### src/core/hac_pkg.sv
// constants, layouts and types for the hypervisor auxiliary control bank
// assumes one 100 MHz clock, synchronous reset and an APB master outside
package hac_pkg;

    localparam int HAC_ADDR_W = 8;

    // byte offsets of the bank, one aligned word each
    localparam logic [7:0] HAC_OFS_LEGACY_CSID = 8'h00;
    localparam logic [7:0] HAC_OFS_AUX_CONFIG = 8'h04;
    localparam logic [7:0] HAC_OFS_AUX_CTRL = 8'h08;
    localparam logic [7:0] HAC_OFS_AUX_CTRL_UP = 8'h0C;
    localparam logic [7:0] HAC_OFS_DFAULT_SYN = 8'h10;
    localparam logic [7:0] HAC_OFS_IFAULT_SYN = 8'h14;
    localparam logic [7:0] HAC_OFS_MEM_ATTR_LO = 8'h18;
    localparam logic [7:0] HAC_OFS_MEM_ATTR_HI = 8'h1C;
    localparam logic [7:0] HAC_OFS_DENY_COUNT = 8'h20;

    // control word field positions
    localparam int HAC_BIT_CLUSTER_PERF = 12;
    localparam int HAC_BIT_SCHEME = 11;
    localparam int HAC_BIT_THREAD_SID = 10;
    localparam int HAC_BIT_POWER = 7;
    localparam int HAC_BIT_PSEUDO_FAULT = 5;
    localparam int HAC_BIT_EXT_CTRL = 1;
    localparam int HAC_BIT_AUX_CTRL = 0;

    // writable bits of the control word; everything else is reserved zero
    localparam logic [31:0] HAC_CTRL_WMASK = 32'h00001CA3;
    localparam logic [31:0] HAC_CTRL_RESET = 32'h00000000;
    localparam logic [15:0] HAC_DENY_RESET = 16'h0000;
    localparam logic [15:0] HAC_DENY_MAX = 16'hFFFF;

    // register selector from the address decoder
    typedef enum logic [3:0] {
        HAC_SEL_NONE = 4'h0,
        HAC_SEL_RAZ = 4'h1,
        HAC_SEL_CTRL = 4'h2,
        HAC_SEL_DENY = 4'h3
    } hac_sel_t;

    // gated register groups outside this bank
    typedef enum logic [2:0] {
        HAC_GRP_CLUSTER_PERF = 3'h0,
        HAC_GRP_SCHEME = 3'h1,
        HAC_GRP_THREAD_SID = 3'h2,
        HAC_GRP_POWER = 3'h3,
        HAC_GRP_PSEUDO_FAULT = 3'h4,
        HAC_GRP_EXT_CTRL = 3'h5,
        HAC_GRP_AUX_CTRL = 3'h6
    } hac_group_t;

    // permission question asked by the core's register access path
    typedef struct packed {
        logic valid;
        logic is_write;
        logic [1:0] level;
        logic non_secure;
        logic el2_write_ok;
        hac_group_t group;
    } hac_perm_req_t;

    // one-cycle answer to the question above
    typedef struct packed {
        logic valid;
        logic allowed;
        hac_group_t group;
    } hac_perm_resp_t;

    // enable bits as seen by the gated registers
    typedef struct packed {
        logic cluster_perf_write_enable;
        logic scheme_write_enable;
        logic thread_scheme_id_enable;
        logic power_regs_write_enable;
        logic pseudo_fault_write_enable;
        logic extended_control_write_enable;
        logic aux_control_write_enable;
    } hac_enables_t;

endpackage

### src/core/hac_aux_control_bank.sv
// hypervisor auxiliary control bank: APB slave plus write-permission decision
// assumes an APB master on i_sys_clk and a same-clock permission requester
module hac_aux_control_bank
    import hac_pkg::*;
(
    input wire logic i_sys_clk,
    input wire logic i_reset,
    input wire logic i_psel,
    input wire logic i_penable,
    input wire logic i_pwrite,
    input wire logic [HAC_ADDR_W-1:0] i_paddr,
    input wire logic [31:0] i_pwdata,
    input wire logic [3:0] i_pstrb,
    input wire hac_perm_req_t i_perm_req,
    output logic o_pready,
    output logic [31:0] o_prdata,
    output logic o_pslverr,
    output hac_perm_resp_t o_perm_resp,
    output hac_enables_t o_write_enables
);

    // bus handshake states
    typedef enum logic [1:0] {
        HAC_ST_IDLE = 2'b01,
        HAC_ST_ACK = 2'b10
    } hac_state_t;

    // address decode, shared by the read and the write path
    function automatic hac_sel_t hac_decode(input logic [HAC_ADDR_W-1:0] addr);
        hac_sel_t sel;
        sel = HAC_SEL_NONE;
        case (addr)
            HAC_OFS_LEGACY_CSID: sel = HAC_SEL_RAZ;
            HAC_OFS_AUX_CONFIG: sel = HAC_SEL_RAZ;
            HAC_OFS_AUX_CTRL: sel = HAC_SEL_CTRL;
            HAC_OFS_AUX_CTRL_UP: sel = HAC_SEL_RAZ;
            HAC_OFS_DFAULT_SYN: sel = HAC_SEL_RAZ;
            HAC_OFS_IFAULT_SYN: sel = HAC_SEL_RAZ;
            HAC_OFS_MEM_ATTR_LO: sel = HAC_SEL_RAZ;
            HAC_OFS_MEM_ATTR_HI: sel = HAC_SEL_RAZ;
            HAC_OFS_DENY_COUNT: sel = HAC_SEL_DENY;
            default: sel = HAC_SEL_NONE;
        endcase
        return sel;
    endfunction

    hac_state_t state;
    hac_state_t next_state;
    logic next_pready;
    logic [31:0] next_prdata;
    logic next_pslverr;
    logic [31:0] aux_ctrl;
    logic [31:0] next_aux_ctrl;
    hac_enables_t next_write_enables;
    logic [15:0] deny_count;
    logic [15:0] next_deny_count;
    hac_perm_resp_t next_perm_resp;
    hac_sel_t sel;
    logic [31:0] byte_mask;
    logic bus_write;
    logic el2_ok;
    logic grp_en;
    logic gated;
    logic allowed;

    // decode and write qualifier of the current request
    assign sel = hac_decode(i_paddr);
    assign bus_write = (state == HAC_ST_ACK) && i_psel && i_penable && i_pwrite;

    // expand pstrb into a bit mask, one lane per byte
    genvar lane;
    generate
        for (lane = 0; lane < 4; lane++) begin : g_lane
            assign byte_mask[lane*8 +: 8] = {8{i_pstrb[lane]}};
        end
    endgenerate

    // bus handshake: one wait state, pready stands for one cycle only
    always_comb begin
        next_state = state;
        next_pready = 1'b0;
        next_prdata = o_prdata;
        next_pslverr = 1'b0;
        case (state)
            HAC_ST_IDLE: begin
                if (i_psel && i_penable) begin
                    next_pready = 1'b1;
                    next_state = HAC_ST_ACK;
                    next_prdata = 32'h00000000;
                    next_pslverr = (sel == HAC_SEL_NONE);
                    if (!i_pwrite) begin
                        case (sel)
                            HAC_SEL_CTRL: next_prdata = aux_ctrl & HAC_CTRL_WMASK;
                            HAC_SEL_DENY: next_prdata = {16'h0000, deny_count};
                            // the upper word keeps no state, so its undefined reset
                            // value can never surface on a read
                            HAC_SEL_RAZ: next_prdata = 32'h00000000;
                            default: next_prdata = 32'h00000000;
                        endcase
                    end
                end
            end
            HAC_ST_ACK: begin
                next_state = HAC_ST_IDLE;
            end
            default: begin
                next_state = HAC_ST_IDLE;
            end
        endcase
    end

    // control word: written only on the edge that samples pready high
    always_comb begin
        next_aux_ctrl = aux_ctrl;
        if (bus_write && sel == HAC_SEL_CTRL) begin
            // reserved bits are dropped so they always read back zero
            next_aux_ctrl = ((aux_ctrl & ~byte_mask) | (i_pwdata & byte_mask))
                & HAC_CTRL_WMASK;
        end
        next_write_enables.cluster_perf_write_enable =
            next_aux_ctrl[HAC_BIT_CLUSTER_PERF];
        next_write_enables.scheme_write_enable = next_aux_ctrl[HAC_BIT_SCHEME];
        next_write_enables.thread_scheme_id_enable = next_aux_ctrl[HAC_BIT_THREAD_SID];
        next_write_enables.power_regs_write_enable = next_aux_ctrl[HAC_BIT_POWER];
        next_write_enables.pseudo_fault_write_enable =
            next_aux_ctrl[HAC_BIT_PSEUDO_FAULT];
        next_write_enables.extended_control_write_enable =
            next_aux_ctrl[HAC_BIT_EXT_CTRL];
        next_write_enables.aux_control_write_enable = next_aux_ctrl[HAC_BIT_AUX_CTRL];
    end

    // level 2 write right: the bank decides for scheme, thread ID and pseudo-fault groups,
    // for the rest the requester reports what its own level 2 control says
    always_comb begin
        case (i_perm_req.group)
            HAC_GRP_SCHEME: el2_ok = aux_ctrl[HAC_BIT_SCHEME];
            HAC_GRP_THREAD_SID: el2_ok = aux_ctrl[HAC_BIT_SCHEME];
            HAC_GRP_PSEUDO_FAULT: el2_ok = aux_ctrl[HAC_BIT_PSEUDO_FAULT];
            default: el2_ok = i_perm_req.el2_write_ok;
        endcase
    end

    // level 1 enable bit of each group; the scheme group has no level 1 path
    always_comb begin
        case (i_perm_req.group)
            HAC_GRP_CLUSTER_PERF: grp_en = aux_ctrl[HAC_BIT_CLUSTER_PERF];
            HAC_GRP_THREAD_SID: grp_en = aux_ctrl[HAC_BIT_THREAD_SID];
            HAC_GRP_POWER: grp_en = aux_ctrl[HAC_BIT_POWER];
            HAC_GRP_PSEUDO_FAULT: grp_en = aux_ctrl[HAC_BIT_PSEUDO_FAULT];
            HAC_GRP_EXT_CTRL: grp_en = aux_ctrl[HAC_BIT_EXT_CTRL];
            HAC_GRP_AUX_CTRL: grp_en = aux_ctrl[HAC_BIT_AUX_CTRL];
            default: grp_en = 1'b0;
        endcase
    end

    // decision: writes are gated at levels 1 and 2, the thread ID register also on level 1 reads; level 0 is always refused, reads too
    always_comb begin
        gated = i_perm_req.is_write || (i_perm_req.group == HAC_GRP_THREAD_SID);
        case (i_perm_req.level)
            2'h3: allowed = 1'b1;
            2'h2: allowed = !i_perm_req.is_write || el2_ok;
            // secure level 1 never gains access through this word
            2'h1: allowed = !gated || (i_perm_req.non_secure && grp_en && el2_ok);
            default: allowed = 1'b0;
        endcase
    end

    // answer one cycle after the question; count refused writes for software
    always_comb begin
        next_perm_resp.valid = i_perm_req.valid;
        next_perm_resp.allowed = i_perm_req.valid && allowed;
        next_perm_resp.group = i_perm_req.group;
        next_deny_count = deny_count;
        // a denied write must leave the target untouched, so it is only counted
        if (i_perm_req.valid && i_perm_req.is_write && !allowed &&
            deny_count != HAC_DENY_MAX) begin
            next_deny_count = deny_count + 16'h0001;
        end
    end

    // bus state registers
    always_ff @(posedge i_sys_clk) begin
        if (i_reset) begin
            state <= HAC_ST_IDLE;
            o_pready <= 1'b0;
            o_prdata <= 32'h00000000;
            o_pslverr <= 1'b0;
        end else begin
            state <= next_state;
            o_pready <= next_pready;
            o_prdata <= next_prdata;
            o_pslverr <= next_pslverr;
        end
    end

    // control word and its mirrored enable outputs
    always_ff @(posedge i_sys_clk) begin
        if (i_reset) begin
            aux_ctrl <= HAC_CTRL_RESET;
            o_write_enables <= '0;
        end else begin
            aux_ctrl <= next_aux_ctrl;
            o_write_enables <= next_write_enables;
        end
    end

    // permission answer and refusal counter
    always_ff @(posedge i_sys_clk) begin
        if (i_reset) begin
            o_perm_resp <= '0;
            deny_count <= HAC_DENY_RESET;
        end else begin
            o_perm_resp <= next_perm_resp;
            deny_count <= next_deny_count;
        end
    end

endmodule

### config.mk
export PLATFORM = sky130hd
export DESIGN_NAME = hac_aux_control_bank
export DESIGN_NICKNAME = d
export VERILOG_FILES = /design/src/core/hac_pkg.sv /design/src/core/hac_aux_control_bank.sv
export SDC_FILE = /design/constraint.sdc
export NUM_CORES = 1
export LEC_CHECK = 0
export BUFFER_PORTS_ARGS = -buffer_cell sky130_fd_sc_hd__buf_2
export CORE_UTILIZATION = 50
export CTS_BUF_LIST = sky130_fd_sc_hd__clkbuf_4 sky130_fd_sc_hd__clkbuf_8 sky130_fd_sc_hd__clkbuf_16
export DETAILED_ROUTE_END_ITERATION = 6
export PLACE_DENSITY = 0.82
export SYNTH_ARGS = -nofsm -noshare
export SYNTH_HDL_FRONTEND = slang
export SYNTH_SLANG_ARGS = --single-unit
### constraint.sdc
create_clock -name i_sys_clk -period 3.51 [get_ports i_sys_clk]
set_clock_uncertainty 0.2 [all_clocks]
set_input_delay 0.5265 -clock i_sys_clk [delete_from_list [all_inputs] [get_ports i_sys_clk]]
set_output_delay 0.5265 -clock i_sys_clk [all_outputs]
set_load 0.01 [all_outputs]
# Word-level counts from Yosys, hierarchy flattened
# Cells that the tools add are included.
dict set report word_totals {
  reg_bits 71
}
dict set report op_classes {
  reduce_logical 25
  n_bitwise 6
  addsub 1
  mux 8
  n_eq_ne 22
}
# op n
set ops {}
lappend ops {{$eq 8x5->1 const B} 4}
lappend ops {{$pmux 16 s2} 1}
lappend ops {{$and 13x13->13} 2}
lappend ops {{$add 16x1->16 const B} 1}
lappend ops {{$eq 8x4->1 const B} 2}
lappend ops {{$mux 16} 1}
lappend ops {{$ne 16x16->1 const B} 1}
lappend ops {{$mux 13} 1}
lappend ops {{$not 13->13} 1}
lappend ops {{$or 13x13->13} 1}
lappend ops {{$logic_and 1x1->1} 11}
lappend ops {{$eq 3x3->1 const B} 3}
lappend ops {{$eq 4x2->1 const B} 2}
lappend ops {{$eq 8x3->1 const B} 1}
lappend ops {{$eq 8x6->1 const B} 1}
lappend ops {{$logic_not 8->1} 1}
lappend ops {{$reduce_or 7->1} 1}
lappend ops {{$eq 2x2->1 const B} 3}
lappend ops {{$eq 3x2->1 const B} 2}
lappend ops {{$pmux 1 s6} 1}
lappend ops {{$pmux 2 s3} 1}
lappend ops {{$eq 2x1->1 const B} 2}
lappend ops {{$logic_not 4->1} 1}
lappend ops {{$reduce_or 2->1} 2}
lappend ops {{other kinds (10)} 15}

# Depth between registers and ports, before layout
dict set report logic_depth {
  depth_word 9
  mapped_depth 8
  mapped_depth_nobuf 6
}

# Least setup slack after synthesis
# No wires, ideal clock.
dict set report synth_timing {
  path_type {input-to-reg}
  start {input i_perm_req[2] in the netlist's numbering}
  end {register deny_count[14]}
  arrival_time_ns 2.137
  setup_time_ns 0.121
  path_buffers 2
  path_stages 8
  slack_ns 1.052
  required_ns 3.189
  cell_sequence {buf_4 nand2b_1 o21ai_1 o41a_1 nand3b_4 buf_6 nor4_1 mux2_2}
}
dict set report synth_between {
  elab_chain_len 9
  elab_cells_between_ends 20
  cone_classes {6 x eq/ne; 3 x mux; 11 x reduce/logical}
}
# element line_no
set synth_lines {}
lappend synth_lines {{from (decl)} hac_aux_control_bank.sv:14} ;# input wire hac_perm_req_t i_perm_req,
lappend synth_lines {{$eq 3x3->1 (tied with other cells)} hac_aux_control_bank.sv:145} ;# case (i_perm_req.group)
lappend synth_lines {{$pmux 1 s6 or $reduce_or 2->1 (tied branches)} -}
lappend synth_lines {{$logic_and 1x1->1 or $pmux 1 s2 (tied branches)} {hac_aux_control_bank.sv:163, hac_aux_control_bank.sv:135}}
lappend synth_lines {{$logic_and 1x1->1} hac_aux_control_bank.sv:163} ;# 2'h1: allowed = !gated || (i_perm_req.non_secure && grp_en && el2_ok);
lappend synth_lines {{$logic_or 1x1->1} hac_aux_control_bank.sv:163}
lappend synth_lines {{$pmux 1 s3 (*)} hac_aux_control_bank.sv:159} ;# case (i_perm_req.level)
lappend synth_lines {{$logic_not 1->1 (*)} hac_aux_control_bank.sv:175} ;# if (i_perm_req.valid && i_perm_req.is_write && !allowed &&
lappend synth_lines {{$logic_and 1x1->1 (*) (2 in a row)} hac_aux_control_bank.sv:175}
lappend synth_lines {{to (signal assigned)} hac_aux_control_bank.sv:214} ;# deny_count <= next_deny_count;
lappend synth_lines {{to (decl)} hac_aux_control_bank.sv:55} ;# logic [15:0] deny_count;
# Mark *: on every way between the ends. The rest lies on a longest branch, timed or not.
# A chain may end at the register's enable or synchronous reset.

# Worst setup path in the final report
dict set report layout_timing {
  start {input i_perm_req[1] in the netlist's numbering}
  end {register deny_count[14]}
}
# The elaborated chain is that of the path after synthesis.

==> run summary <==
status -> finished, final reports clean
FMAX -> 405 MHz
top cells by area, synth -> dfxtp_1, buf_4, mux2_2
Clock Sinks -> 48
Mapped Avg Cell Area -> 8.41 um2
Netlist cell types -> 38
Hold WC Path Type -> input port to flip-flop
largest net degree at the start of global routing -> 57
Setup Slack @ Placement -> 739 ps
Cells after Synth -> 277
Worst Setup End Kind -> flip-flop
top-area cell type share of the netlist area -> 41.3%
Initial Util -> 52.7%
Post-Synth Simple-Gate Area -> 28.6%
setup slack after layout -> 1040 ps
fraction of synthesized cell area in xor and xnor cells -> 0.752%
hold path depth -> 3
Worst path slowest cell -> o41a_1
layout cells sized above 1 -> 26.1%
# setup viols final -> 0
TritonCTS buffer count -> 5
Synth Area in Compound Gates -> 14.2%
hold path startpoint -> i_pwdata[0]
GR Util All Layers -> 20.8%
Cell Chain, Critical Path -> buf_2 -> xnor2_1 -> o21ai_1 -> o41a_1 -> nand3b_4 -> nor4_1 -> mux2_2
Seq/Total Area, Yosys -> 41.3%
RSZ-0062 raised after global routing -> false
CP max FO -> 21
area leader, netlist -> dfxtp_1
cell area power density -> 361 mW/mm2
Die Width -> 70.2 um
io pins -> 104
Worst R2R Path Depth -> 6
starting DRC count in detailed routing -> 134
worst reg-to-reg setup slack -> 1220 ps
Worst Setup Start Kind -> input port
Post-Synthesis Cell Area -> 0.00233 mm2
final RePlAce weighted congestion -> 0.775
largest family of logic cells by synthesized area -> simple AND/OR/NAND/NOR gates
initial antenna violation count -> 0
worst path arrival time -> 2470 ps
CP max stage delay -> 420 ps
wire length of the first global-routing pass -> 8250 um
CP required -> 3510 ps
actual slew at the worst max-slew pin -> 947 ps
final hold viol count -> 0
number of gates resized after CTS -> 0
Setup CP Type -> input port to flip-flop
Tcrit/Tclk final -> 70.3%
synthesis-stage register bit count -> 48
CTS H-tree lvls -> 2
mux cell area share after synthesis -> 5.32%
Layout Nets -> 391
CP delay by family, top -> simple AND/OR/NAND/NOR gates
vias in the first global route -> 1890
ANT nets after route -> 0
critical path startpoint -> i_perm_req[1]
post-CTS setup buffer count -> 0
Buf/Inv on CP -> 1
Port Buffers -> 60
full die area -> 0.00493 mm2
adder-cell share of the synthesized area -> 0.537%
average vias per placed instance -> 5.50
DR pass1 iterations -> 4
Max IR drop VDD -> 0.237 mV
Synth Warn # -> 0
Die Y -> 70.2 um
clk root buf -> clkbuf_8
ant diodes -> 0
MaxCap Viol Count -> 0
Final Max Slew Viols -> 0
Slew Limit Headroom -> 36.9%
CTS Hold Buffers Added -> 0
Clk pin slew, worst setup/hold paths -> 90 ps
Core ar. -> 0.00441 mm2
leakage -> 1.11 nW
fin util -> 60.6%
Post-route DRC -> 0
Synth-to-Final Area Change -> 14.8%
final wirelength -> 4870 um
clock tree from TritonCTS -> built
Overflow after GRT -> 0
Max clock buf depth -> 2
Final min period -> 2470 ps
R2R Path End -> deny_count[14]
Via Count -> 2116
Clock Latency Late Sink -> 300 ps
Std-Cell Rows -> 24
post-detail-place hpwl -> 3430 um
total negative setup slack -> 0 ps
wire per inst -> 12.6 um
## cells in the mapped netlist
master    instances
dfxtp_1          48
nand2_1          26
nor2_1           25
a21oi_1          24
buf_4            17
nand3_1          17
a22oi_1          16
nor3_1           16
nor2b_1          15
mux2_2           11
clkbuf_1          7
nand3b_1          5
and3_1            4
inv_1             4
o31ai_1           4
buf_2             3
nand4_1           3
or4_1             3
buf_1             2
buf_6             2
nand2b_1          2
nor4_1            2
o21ai_0           2
o21ai_1           2
or3_1             2
or3b_2            2
xnor2_1           2
a21boi_0          1
and4_1            1
conb_1            1
ha_1              1
nand3b_4          1
nand4b_1          1
nor4b_1           1
o211ai_2          1
o31a_1            1
o41a_1            1
or4b_1            1
## area by class of cell
class | instances | area (um2)
inverters | 4 | 15.0
repair buffers | 64 | 330
fillers | 415 | 1740
clock inverters | 2 | 10.0
clock buffers | 6 | 82.6
multi-input cells | 209 | 1210
flip-flops and latches | 48 | 961
well taps | 52 | 65.1
## cell families (layout without fill, tap and decap cells)
group	after synthesis	in the layout
AND/OR/NAND/NOR	127	127
AO/OA/AOI/OAI	52	52
flip-flops	48	48
buffers and inverters	35	76
multiplexers	11	11
XOR/XNOR	2	2
adder cells (fa/ha/maj)	1	1
other	1	16
## through the flow
step,power [mW],hold slack [ps],std cells,cell area [um2]
after floorplan,0.628,254,292,2380
after global placement,0.641,276,377,2580
after detailed placement,0.643,284,377,2580
after CTS,0.973,264,385,2670
after global routing,1.01,278,385,2670
final,0.964,272,385,2670
## worst max-delay path by stage
stage / to / cells after the start
final: deny_count[14] / 7
after global routing: deny_count[14] / 7
after CTS: deny_count[14] / 7
after detailed placement: deny_count[14] / 7
after global placement: deny_count[14] / 7
after floorplan: deny_count[14] / 8
## cell usage in the layout (no fill, tap or decap), types with 3 or more instances in the layout
master and instances:
inv_1 4, nand4_1 3, dfxtp_1 48, buf_2 60
nor2_1 25, and3_1 4, buf_4 4, clkbuf_8 6
or4_1 3, nand3_1 17, nor2b_1 15, conb_1 16
nand3b_1 5, o31ai_1 4, nand2_1 26, a22oi_1 16
a21oi_1 24, mux2_2 11, nor3_1 16
## power by group
group / switching [mW] / leakage, nW / internal [mW]
logic: 0.0494 / 0.670 / 0.0288
registers: 0.00241 / 0.388 / 0.550
clock network: 0.176 / 0.0510 / 0.157
## worst reg2reg max path: cells and delay by family (launching register included)
family	cells	cell delay, ps
mux	1	370
flops	1	360
compound gates	2	490
simple gates	3	770
## layer usage
metal  share of wire, %  track usage, %  routed length [um]  vias to the layer above
li1                   -               -                   -                     1062
met1                 44            25.9                2170                      982
met2                 49            35.0                2400                       67
met3                5.1            4.62                 246                        5
met4                1.2            7.33                  59                        0
met5                  0               0                   0                        -
(Power assumes the default switching activity.)
